File: config.mk
export PLATFORM = sky130hd
export DESIGN_NAME = iwb_initiator_window_base_regs
export DESIGN_NICKNAME = d
export VERILOG_FILES = /design/src/verilog/iwb_pkg.sv /design/src/verilog/iwb_initiator_window_base_regs.sv
export SDC_FILE = /design/constraint.sdc
export NUM_CORES = 1
export LEC_CHECK = 0
export CORE_MARGIN = 2
export CORE_UTILIZATION = 55
export DETAILED_ROUTE_END_ITERATION = 6
export DONT_BUFFER_PORTS = 1
export PLACE_DENSITY = 0.7
export RECOVER_POWER = 50
export SYNTH_ARGS = -nofsm -noshare
export SYNTH_HDL_FRONTEND = slang
export SYNTH_SLANG_ARGS = --single-unit
File: constraint.sdc
create_clock -name clk_sys -period 4.6 [get_ports clk_sys]
set_input_delay 0.23 -clock clk_sys [delete_from_list [all_inputs] [get_ports clk_sys]]
set_output_delay 0.23 -clock clk_sys [all_outputs]
set_load 0.02 [all_outputs]
File: src/verilog/iwb_pkg.sv
package iwb_pkg;
   // Byte addresses of the low word of each 64-bit window register
   localparam logic [15:0] OFF_SPACE0_WINDOW_BASE = 16'hD120;
   localparam logic [15:0] OFF_SPACE1_WINDOW_BASE = 16'hD128;
   // High word sits one word above the low word
   localparam logic [15:0] OFF_HIGH_WORD = 16'h0004;
   localparam int NUM_WIN = 2;

   // Field positions within the 64-bit register
   localparam int POS_SWAP_DISABLE = 37;
   localparam int POS_ENDIAN_TRANSFER = 36;
   localparam int POS_BASE_MSB = 35;
   localparam int POS_BASE_LSB = 8;
   localparam int BASE_W = POS_BASE_MSB - POS_BASE_LSB + 1;

   // Values after reset, by endian mode
   localparam logic SWAP_DISABLE_RST_LE = 1'h1;
   localparam logic SWAP_DISABLE_RST_BE = 1'h0;
   localparam logic ENDIAN_TRANSFER_RST_LE = 1'h0;
   localparam logic ENDIAN_TRANSFER_RST_BE = 1'h1;
   localparam logic [BASE_W-1:0] BASE_RST = 28'h0000000;

   // Cycles after reset release before the synchronised strap is valid
   localparam logic [1:0] BOOT_WAIT = 2'h2;

   typedef struct packed {
      logic swap_disable;
      logic endian_transfer_enable;
      logic [BASE_W-1:0] base;
   } iwb_win_cfg_s;

   typedef struct packed {
      logic [1:0] strap_sync;
      logic [1:0] boot_cnt;
      logic loaded;
      logic wr_pend;
      logic wr_win;
      logic wr_hi;
      logic hreadyout;
      logic hresp;
      logic [31:0] hrdata;
      iwb_win_cfg_s [NUM_WIN-1:0] win;
   } iwb_state_s;
endpackage

File: src/verilog/iwb_initiator_window_base_regs.sv
// The AHB-Lite interface to the registers was chosen for this implementation.
`timescale 1ns/100ps
module iwb_initiator_window_base_regs (
   input wire logic clk_sys, // System clock, 100 MHz
   input wire logic reset, // Synchronous reset, active high
   input wire logic big_endian_mode, // Endian strap pin, high for big-endian
   input wire logic hsel, // AHB slave select
   input wire logic [31:0] haddr, // AHB address
   input wire logic [1:0] htrans, // AHB transfer type
   input wire logic hwrite, // AHB write
   input wire logic [2:0] hsize, // AHB size, word only
   input wire logic [31:0] hwdata, // AHB write data
   input wire logic hready, // AHB bus ready
   output logic hreadyout, // AHB slave ready
   output logic hresp, // AHB response, always OKAY
   output logic [31:0] hrdata, // AHB read data
   output iwb_pkg::iwb_win_cfg_s [iwb_pkg::NUM_WIN-1:0] win_cfg // Per-window settings
);
   iwb_pkg::iwb_state_s state;
   iwb_pkg::iwb_state_s next_state;
   logic hit;
   logic hit_win;
   logic hit_hi;
   logic take;
   logic take_wr;
   logic take_rd;
   logic strap_be;
   logic boot_done;
   iwb_pkg::iwb_win_cfg_s rd_win;

   // The decoder and the field packing serve only this register layout
   if (iwb_pkg::NUM_WIN != 2) begin : g_chk_num_win
      $error("Window count must be two");
   end

   if (iwb_pkg::POS_BASE_LSB < 0 || iwb_pkg::POS_BASE_LSB > 31) begin : g_chk_base_lsb
      $error("Base field must start in the low word");
   end

   if (iwb_pkg::POS_BASE_MSB < 32) begin : g_chk_base_msb
      $error("Base field must end in the high word");
   end

   if (iwb_pkg::POS_ENDIAN_TRANSFER <= iwb_pkg::POS_BASE_MSB) begin : g_chk_endian_pos
      $error("Endian-transfer bit overlaps the base field");
   end

   if (iwb_pkg::POS_ENDIAN_TRANSFER > 63) begin : g_chk_endian_range
      $error("Endian-transfer bit lies outside the register");
   end

   if (iwb_pkg::POS_SWAP_DISABLE <= iwb_pkg::POS_BASE_MSB ||
       iwb_pkg::POS_SWAP_DISABLE > 63) begin : g_chk_swap_range
      $error("Swap-disable bit must sit in the high word above the base");
   end

   if (iwb_pkg::POS_SWAP_DISABLE == iwb_pkg::POS_ENDIAN_TRANSFER) begin : g_chk_swap_pos
      $error("Swap-disable and endian-transfer bits share a position");
   end

   // Defaults are loaded only after the strap has crossed both synchroniser stages
   if (iwb_pkg::BOOT_WAIT < 2'h2) begin : g_chk_boot_wait
      $error("Boot wait is shorter than the synchroniser");
   end

   // The decoder compares word addresses, so every offset must be word aligned
   if ((iwb_pkg::OFF_SPACE0_WINDOW_BASE & 16'h0003) != 16'h0000) begin : g_chk_align0
      $error("Space 0 offset is not word aligned");
   end

   if ((iwb_pkg::OFF_SPACE1_WINDOW_BASE & 16'h0003) != 16'h0000) begin : g_chk_align1
      $error("Space 1 offset is not word aligned");
   end

   if ((iwb_pkg::OFF_HIGH_WORD & 16'h0003) != 16'h0000 ||
       iwb_pkg::OFF_HIGH_WORD == 16'h0000) begin : g_chk_high_word
      $error("High word offset must be a non-zero multiple of four");
   end

   if (iwb_pkg::OFF_SPACE1_WINDOW_BASE == iwb_pkg::OFF_SPACE0_WINDOW_BASE ||
       iwb_pkg::OFF_SPACE1_WINDOW_BASE ==
          16'(iwb_pkg::OFF_SPACE0_WINDOW_BASE + iwb_pkg::OFF_HIGH_WORD)) begin : g_chk_overlap
      $error("Window registers overlap");
   end


   // Decodes a byte address into window index and word half
   function automatic logic [2:0] decode(input logic [15:0] a);
      logic [15:0] wa;
      wa = {a[15:2], 2'h0};
      if (wa == iwb_pkg::OFF_SPACE0_WINDOW_BASE) begin
         decode = 3'h4;
      end else if (wa == 16'(iwb_pkg::OFF_SPACE0_WINDOW_BASE + iwb_pkg::OFF_HIGH_WORD)) begin
         decode = 3'h5;
      end else if (wa == iwb_pkg::OFF_SPACE1_WINDOW_BASE) begin
         decode = 3'h6;
      end else if (wa == 16'(iwb_pkg::OFF_SPACE1_WINDOW_BASE + iwb_pkg::OFF_HIGH_WORD)) begin
         decode = 3'h7;
      end else begin
         decode = 3'h0;
      end
   endfunction

   // Reserved positions are never assigned, so they read back as zero
   function automatic logic [31:0] read_word(input iwb_pkg::iwb_win_cfg_s w, input logic hi);
      logic [63:0] full;
      full = 64'h0;
      full[iwb_pkg::POS_SWAP_DISABLE] = w.swap_disable;
      full[iwb_pkg::POS_ENDIAN_TRANSFER] = w.endian_transfer_enable;
      full[iwb_pkg::POS_BASE_MSB:iwb_pkg::POS_BASE_LSB] = w.base;
      if (hi) begin
         read_word = full[63:32];
      end else begin
         read_word = full[31:0];
      end
   endfunction

   function automatic iwb_pkg::iwb_win_cfg_s write_word(input iwb_pkg::iwb_win_cfg_s w,
                                                        input logic hi, input logic [31:0] d);
      logic [63:0] full;
      full = {32'h0, 32'h0};
      if (hi) begin
         full = {d, 32'h0};
         full[31:iwb_pkg::POS_BASE_LSB] = w.base[31-iwb_pkg::POS_BASE_LSB:0];
      end else begin
         full = {32'h0, d};
         full[iwb_pkg::POS_BASE_MSB:32] = w.base[iwb_pkg::BASE_W-1:32-iwb_pkg::POS_BASE_LSB];
         full[iwb_pkg::POS_SWAP_DISABLE] = w.swap_disable;
         full[iwb_pkg::POS_ENDIAN_TRANSFER] = w.endian_transfer_enable;
      end
      // Bits outside the three fields are simply not stored
      write_word.swap_disable = full[iwb_pkg::POS_SWAP_DISABLE];
      write_word.endian_transfer_enable = full[iwb_pkg::POS_ENDIAN_TRANSFER];
      write_word.base = full[iwb_pkg::POS_BASE_MSB:iwb_pkg::POS_BASE_LSB];
   endfunction

   // Defaults depend on the synchronised endian strap, not on the raw pin
   function automatic iwb_pkg::iwb_win_cfg_s default_cfg(input logic be);
      default_cfg.base = iwb_pkg::BASE_RST;
      if (be) begin
         default_cfg.swap_disable = iwb_pkg::SWAP_DISABLE_RST_BE;
         default_cfg.endian_transfer_enable = iwb_pkg::ENDIAN_TRANSFER_RST_BE;
      end else begin
         default_cfg.swap_disable = iwb_pkg::SWAP_DISABLE_RST_LE;
         default_cfg.endian_transfer_enable = iwb_pkg::ENDIAN_TRANSFER_RST_LE;
      end
   endfunction

   always_comb begin
      next_state = state;
      {hit, hit_win, hit_hi} = decode(haddr[15:0]);
      strap_be = state.strap_sync[1];
      boot_done = !state.loaded && (state.boot_cnt == iwb_pkg::BOOT_WAIT);
      take = state.loaded && hsel && htrans[1] && hready;
      take_wr = take && hwrite && hit;
      take_rd = take && !hwrite && hit;

      // Two-stage synchroniser; only the second stage feeds any logic
      next_state.strap_sync[0] = big_endian_mode;
      next_state.strap_sync[1] = state.strap_sync[0];

      // Strap is only trusted once it has crossed both synchroniser stages
      if (!state.loaded) begin
         next_state.boot_cnt = 2'(state.boot_cnt + 2'h1);
      end
      if (boot_done) begin
         next_state.loaded = 1'h1;
         next_state.hreadyout = 1'h1;
         for (int i = 0; i < iwb_pkg::NUM_WIN; i++) begin
            next_state.win[i] = default_cfg(strap_be);
         end
      end

      // Data phase of a write taken in the previous cycle
      if (state.wr_pend) begin
         next_state.win[state.wr_win] = write_word(state.win[state.wr_win], state.wr_hi,
                                                   hwdata);
      end

      // Address phase; unmapped writes are dropped here and never reach a window
      next_state.wr_pend = take_wr;
      if (take_wr) begin
         next_state.wr_win = hit_win;
         next_state.wr_hi = hit_hi;
      end

      // Read after the pending write so back-to-back write then read is coherent
      rd_win = next_state.win[hit_win];
      next_state.hrdata = 32'h0;
      if (take_rd) begin
         next_state.hrdata = read_word(rd_win, hit_hi);
      end

      // Every transfer, mapped or not, completes with OKAY
      next_state.hresp = 1'h0;

      if (reset) begin
         next_state = '0;
      end
   end

   // Synchronous reset is applied in the next-state logic above
   always_ff @(posedge clk_sys) begin
      state <= next_state;
   end

   assign hreadyout = state.hreadyout;
   assign hresp = state.hresp;
   assign hrdata = state.hrdata;
   // The swap datapath uses these as stored; in big-endian a set swap disable
   // passes doublewords in their original order.
   assign win_cfg = state.win;
endmodule // iwb_initiator_window_base_regs

### Word level (Yosys, flattened, before mapping)

Cells that the tools add are included.

* flip-flop bits (word level): 101
* bits in latches: 0
* RAM bits: 0
* memory bits (read-only): 0
* bits of input ports: 75
* word-level logic and storage cells: 58
* memories kept: 0

* $add $sub $neg: 1
* multiply operators: 0
* div/mod/pow operators: 0
* magnitude comparators: 3
* equality and inequality tests: 5
* shift operators: 0
* mux-type cells: 17
* bitwise gates (word level): 2
* reduce and logical (&&, ||, !) cells: 14

Operator list (count)
* 30-bit two-way mux: 5
* 60-bit two-way mux: 2
* 38-bit two-way mux: 2
* 60-bit bitwise mux: 1
* 14-bit equality test (second input constant): 4
* 32-bit two-way mux: 1
* 30-bit demux with 1-bit select: 1
* 3-bit two-way mux: 4
* 1-bit logical AND: 9
* 3-bit OR reduction: 2
* 1-bit by 2-bit less-than comparator with 1-bit output (second input constant): 2
* 2-bit by 1-bit adder with 2-bit output (second input constant): 1
* 2-bit equality test (second input constant): 1
* 1-bit zero test: 2
* 2-bit two-way mux: 1
* 1-bit NOT: 2
* 2-bit OR reduction: 1
* 1-bit greater-or-equal comparator (second input constant): 1

### Longest topological paths before layout

Gate-level depths: netlist of the first run.

* depth in word-level cells: 9
* gate-level depth with buffers: 8
* depth with buffers taken out: 6

### Least setup slack after synthesis of the first run

No wires, ideal clock.

* path type: register to register
* start point: reg, netlist name hreadyout
* end point: reg state (netlist bit hrdata[12])
* arrival time: 1.831 ns
* path slack: 2.689 ns
* stages on the path, launching flop included: 7
* path buffers: 2
* clock period less this slack: 1.911 ns
* cell sequence: dfxtp_1 and4_4 and2_4 or4b_1 buf_2 buf_6 a211oi_2

RTL lines
* end signal: assignment: RTL line iwb_initiator_window_base_regs.sv:204 `state <= next_state;`
* end: declaration: RTL line iwb_initiator_window_base_regs.sv:19 `iwb_pkg::iwb_state_s state;`

==> results of run 1 <==
report_power, final:
| group | total, mW | internal (mW) | switching [mW] | leakage [nW] |
|---|---|---|---|---|
| clock network | 0.672 | 0.365 | 0.307 | 0.116 |
| registers | 0.911 | 0.872 | 0.0395 | 0.790 |
| logic | 0.218 | 0.0641 | 0.154 | 0.458 |
Yosys cell counts (2+ instances only):
| cell | n |
|---|---|
| dfxtp_1 | 98 |
| buf_4 | 93 |
| nor2_1 | 62 |
| a22oi_1 | 56 |
| a221oi_1 | 28 |
| clkbuf_1 | 23 |
| a211oi_2 | 20 |
| a211oi_1 | 10 |
| inv_1 | 8 |
| a21oi_1 | 7 |
| buf_2 | 6 |
| and3_1 | 3 |
| nand4_1 | 3 |
| nor2b_1 | 3 |
| a211o_1 | 2 |
| a21oi_2 | 2 |
| and3b_1 | 2 |
| buf_6 | 2 |
| nand2_1 | 2 |
| nand2b_1 | 2 |
| nor4b_4 | 2 |
| o21ai_0 | 2 |
layout by cell type (no fill, tap or decap), types with 2 or more instances in the layout:
| cell type | count |
|---|---|
| a211oi_2 | 20 |
| inv_6 | 2 |
| dfxtp_1 | 98 |
| nor4b_4 | 2 |
| nand2b_1 | 2 |
| and3_1 | 3 |
| a21oi_1 | 7 |
| nor2b_1 | 3 |
| and3b_1 | 2 |
| dlygate4sd3_1 | 2 |
| clkinvlp_4 | 2 |
| clkbuf_8 | 9 |
| bufinv_16 | 3 |
| a22oi_1 | 56 |
| a211oi_1 | 10 |
| o21ai_0 | 2 |
| a21oi_4 | 2 |
| nand4_1 | 3 |
| a211o_1 | 2 |
| conb_1 | 3 |
| a221oi_1 | 28 |
| buf_4 | 4 |
| inv_1 | 8 |
| nand2_1 | 2 |
| nor2_1 | 62 |
cells by family after synthesis:
group	count (synthesis)	synth area share
compound gates	135	0.256
buf+inv	133	0.195
flops	98	0.439
simple gates	90	0.104
xor+xnor	1	0.00196
fa+ha+maj	1	0.00280
other cells	1	0.000840
path summary, 6_finish.rpt:
kind	start	to	slack, ns	cells past startpoint
setup / recovery	hreadyout$_SDFFE_PP0P_	hrdata[31]$_SDFF_PP0_	2.16	4
hold reg to reg	state[100]$_SDFF_PP0_	state[101]$_SDFF_PP0_	0.46	1
hold / removal	hwdata[21]	win_cfg[43]$_SDFF_PP0_	0.03	2
setup reg to reg	hreadyout$_SDFFE_PP0P_	hrdata[31]$_SDFF_PP0_	2.16	4
registers in the layout (all words and copies together), names as in the netlist:
register	count
win_cfg	60
hrdata	30
state	7
hreadyout	1
area by class of cell:
cell class              count  area share
flip-flops and latches     98       0.478
clock inverters             7      0.0299
multi-input cells         230       0.405
clock buffers               9      0.0302
inverters                   8     0.00732
repair buffers              7      0.0189
well taps                 102      0.0311
routing by layer:
layer  part of all wire  wire, um  track usage  up-vias
met5                  0         0            0        -
met4             0.0079        73       0.0519        0
met3              0.096       887       0.0770        7
met2               0.49      4540        0.354      143
met1               0.40      3720        0.251     1460
li1                   -         -            -     1366
what timing repair did:
action | CTS | global route
setup endpoints to repair | 0 | 0
hold buffers | 2 | 1
hold endpoints to repair | 66 | 1
worst max-delay path: stages, from the launching register on:
cell and delay, ns:
dfxtp_1 0.60, and2b_1 0.37, a21oi_4 0.84, a22oi_1 0.25, a211oi_2 0.30
==> results.json, run 1 <==
{
  "status": "finished clean",
  "power_density_nw_per_um2": 439,
  "max_slew_margin": 0.210,
  "area_growth_pct": -8.10,
  "vias": 2976,
  "htreeDepth": 3,
  "cts-resized-gates": 0,
  "fp.dieArea_sq_um": 8860,
  "hp-class": "primary input to flop",
  "synth.yosys.seq_area_share": 0.439,
  "grt_first_pass_wirelength_um": 14400,
  "grt_max_degree": 67,
  "syn-cell-area_sq_um": 4470,
  "netlist_instances": 459,
  "synth_area_leaders": "dfxtp_1, buf_4, a22oi_1, a211oi_2, a221oi_1",
  "synth_area_per_cell_sq_um": 9.73,
  "final_area_sq_um": 4100,
  "synth_ff_type": "dfxtp_1",
  "io_pins": 169,
  "cts_root_buf": "clkbuf_8",
  "drt_wl_total_um": 9220,
  "end_kind": "flop",
  "final_max_slew_viol_count": 0,
  "grt_pass1_vias": 2781,
  "clkTransAtPathRegs_ns": 0.10,
  "wire_per_inst_um": 20.0,
  "io_buffers": 0,
  "crit_path_start_kind": "flop",
  "fp.dieW_um": 94.1,
  "final_core_util": 0.526,
  "required_ns": 4.87,
  "core_area_sq_um": 7810,
  "min_period_ns": 2.44,
  "grt_overflow_total": 0,
  "via_per_inst": 6.46,
  "p_leak_nw": 1.37,
  "antenna_found_initial": 0,
  "ys_ff_latch": 98,
  "maxCapViolations": 0,
  "rsz0062_at_grt": "false",
  "p_total_mw": 1.80,
  "gp_congestion": 0.731,
  "dp.cells": 442,
  "cts_tree": "yes",
  "clock-skew-final_ns": 0.00896,
  "arrival_ns": 2.71,
  "synth-edff-count": 0,
  "hold_violations": 0,
  "drc": 0,
  "fp.dieH_um": 94.1,
  "clock_latency_ns": 0.35,
  "setup_tns_ns": 0,
  "worstMarginPinSlew_ns": 1.18,
  "crit_type": "flop to flop",
  "drt-pass1-iter-count": 4,
  "worst_hold_slack_ns": 0.0343,
  "cts_setup_buffers": 0,
  "async_flop_share": 0,
  "clock-sinks": 98,
  "placementRows": 32,
  "nets": 430,
  "crit_fanout": 36,
  "drive_gt1_frac": 0.134,
  "fmax_ghz": 0.410,
  "num_antenna_cells": 0,
  "fin_cells": 461,
  "finalCritPeriodShare": 0.530,
  "start_util": 0.572,
  "clockBufferDepth": 2,
  "multi_input_area_sq_um": 1660,
  "cts_buffers": 9,
  "timing.final.ws_setup_ns": 2.16,
  "ys_types": 45,
  "seqCellArea_sq_um": 1960,
  "fillers": 697,
  "setup_viol": 0,
  "ant_nets": 0,
  "yosys.area.top_type": "dfxtp_1",
  "grtUsageTotal": 0.209,
  "placed_area_sq_um": 3810,
  "drt_iter0_drc": 196,
  "dpl.hpwl_um": 5860,
  "peakVddDrop_mv": 0.311,
  "ys.warnings.count": 0,
  "dp_slack_ns": 2.18,
  "synth_top_area_frac": 0.439
}
(Power assumes the default switching activity.)
==> run 2: changes to the inputs <==
--- a/config.mk
+++ b/config.mk
@@ -9,7 +9,7 @@
 export CORE_UTILIZATION = 55
 export DETAILED_ROUTE_END_ITERATION = 6
 export DONT_BUFFER_PORTS = 1
-export PLACE_DENSITY = 0.7
+export PLACE_DENSITY = 0.73
 export RECOVER_POWER = 50
 export SYNTH_ARGS = -nofsm -noshare
 export SYNTH_HDL_FRONTEND = slang
==> constraint.sdc (replaced) <==
create_clock -name clk_sys -period 2.2 [get_ports clk_sys]
set_input_delay 0.11 -clock clk_sys [delete_from_list [all_inputs] [get_ports clk_sys]]
set_output_delay 0.11 -clock clk_sys [all_outputs]
set_load 0.02 [all_outputs]
==> run 2 against run 1 <==
Against the previous run: clock-buffer cell count did not move; flip-flop and latch count unchanged; utilization rose by 4.9 points; largest cell class unchanged; final area rose by 9.3%.
==> results.json, run 2 (synthesis gave the netlist of run 1 again) <==
{
  "status": "finished clean",
  "clockBufferDepth": 2,
  "final_max_slew_viol_count": 0,
  "p_leak_nw": 1.54,
  "vias": 3149,
  "largest_reg_flops": 60,
  "num_antenna_cells": 0,
  "worst_hold_slack_ns": 0.0272,
  "setup_tns_ns": 0,
  "ant_nets": 0,
  "antenna_found_initial": 0,
  "power_frac_comb": 0.160,
  "placementRows": 32,
  "crit_path_start_kind": "flop",
  "finalCritPeriodShare": 0.895,
  "final_common_cell": "dfxtp_1",
  "hold_violations": 0,
  "final_area_sq_um": 4490,
  "hp-class": "primary input to flop",
  "crit_fanout": 24,
  "io_buffers": 0,
  "maxCapViolations": 0,
  "internal_power_mw": 2.72,
  "gp_congestion": 0.748,
  "multi_input_area_sq_um": 1660,
  "nets": 469,
  "p_switching_mw": 1.06,
  "setup_viol": 0,
  "drt-pass1-iter-count": 4,
  "whs_path_depth": 2,
  "fmax_ghz": 0.508,
  "min_period_ns": 1.97,
  "clock-skew-final_ns": 0.0108,
  "drive_gt1_frac": 0.138,
  "grt_max_degree": 68,
  "end_kind": "flop",
  "fin_cells": 500,
  "worst_r2r_path_depth": 5,
  "drt_iter0_drc": 176,
  "clkTransAtPathRegs_ns": 0.10,
  "cts_root_buf": "clkbuf_8",
  "via_per_inst": 6.30,
  "fp.dieArea_sq_um": 8860,
  "dp_slack_ns": 0.208,
  "seqCellArea_sq_um": 1960,
  "p_sw_frac": 0.281,
  "area_growth_pct": 0.476,
  "fp.dieH_um": 94.1,
  "clock-sinks": 98,
  "placed_area_sq_um": 3880,
  "rsz0062_at_grt": "false",
  "fillers": 682,
  "power_density_nw_per_um2": 843,
  "peakVddDrop_mv": 0.337,
  "wire_per_inst_um": 19.1,
  "fp.dieW_um": 94.1,
  "drt_wl_total_um": 9570,
  "dpl.hpwl_um": 5750,
  "arrival_ns": 2.23,
  "timing.final.ws_setup_ns": 0.232,
  "grt_first_pass_wirelength_um": 15300,
  "cts_buffers": 9,
  "clock_latency_ns": 0.35,
  "grt_pass1_vias": 3070,
  "layout_common_cells": "dfxtp_1, nor2_1, a22oi_1",
  "grtUsageTotal": 0.219,
  "drc": 0,
  "dp.cells": 448,
  "io_pins": 169,
  "p_seq_frac": 0.501,
  "grt_overflow_total": 0,
  "crit_type": "flop to flop",
  "clkPwrFrac": 0.339,
  "cts_tree": "yes",
  "required_ns": 2.47,
  "core_area_sq_um": 7810,
  "htreeDepth": 3,
  "start_util": 0.572
}
## run 2: layer usage
metal | global-route usage | vias up | routed length (um)
met5 | 0 | - | 0
met3 | 0.0658 | 8 | 953
li1 | - | 1448 | -
met4 | 0.0894 | 0 | 106
met2 | 0.358 | 144 | 4550
met1 | 0.269 | 1549 | 3970
## run 2: power groups by stage
stage	clock [mW]	combinational, mW	sequential [mW]
global route	1.39	0.670	1.90
detailed placement	0	0.522	1.94
finish	1.28	0.604	1.90
floorplan	0	0.428	1.90
CTS	1.32	0.607	1.90
global placement	0	0.515	1.93
## run 2: worst paths after layout
path | from | endpoint | slack, ns
worst max register to register | hreadyout$_SDFFE_PP0P_ | hrdata[10]$_SDFF_PP0_ | 0.23
worst min register to register | state[100]$_SDFF_PP0_ | state[101]$_SDFF_PP0_ | 0.46
worst max-delay path | hreadyout$_SDFFE_PP0P_ | hrdata[10]$_SDFF_PP0_ | 0.23
worst min-delay path | hwdata[15] | hrdata[15]$_SDFF_PP0_ | 0.03
## run 2: final cells by class
type                            instances  share of cell area
Clock inverter                          7              0.0226
Clock buffer                            9              0.0276
Tap cell                              102              0.0284
Inverter                                8             0.00669
Multi-Input combinational cell        230               0.371
Timing Repair Buffer                   46               0.107
Sequential cell                        98               0.437
## run 2: what timing repair did
item | in CTS | in global routing
hold buffers | 36 | 0
endpoints found under the setup margin | 0 | 4
setup buffers | 0 | 0
endpoints found under the hold margin | 76 | 0
resized for setup | 0 | 1
## run 2: critical path, stage by stage, from the launching register on
cell and delay, ns:
dfxtp_1 0.47, and4_4 0.28, and2_4 0.15, or4b_1 0.42
buf_4 0.28, a211oi_1 0.27
## run 2: per-stage QoR
stage               utilization  power [mW]
floorplan                     -        2.33
global route              0.575        3.96
global placement          0.497        2.45
detailed placement        0.497        2.46
CTS                       0.574        3.82
finish                    0.575        3.78
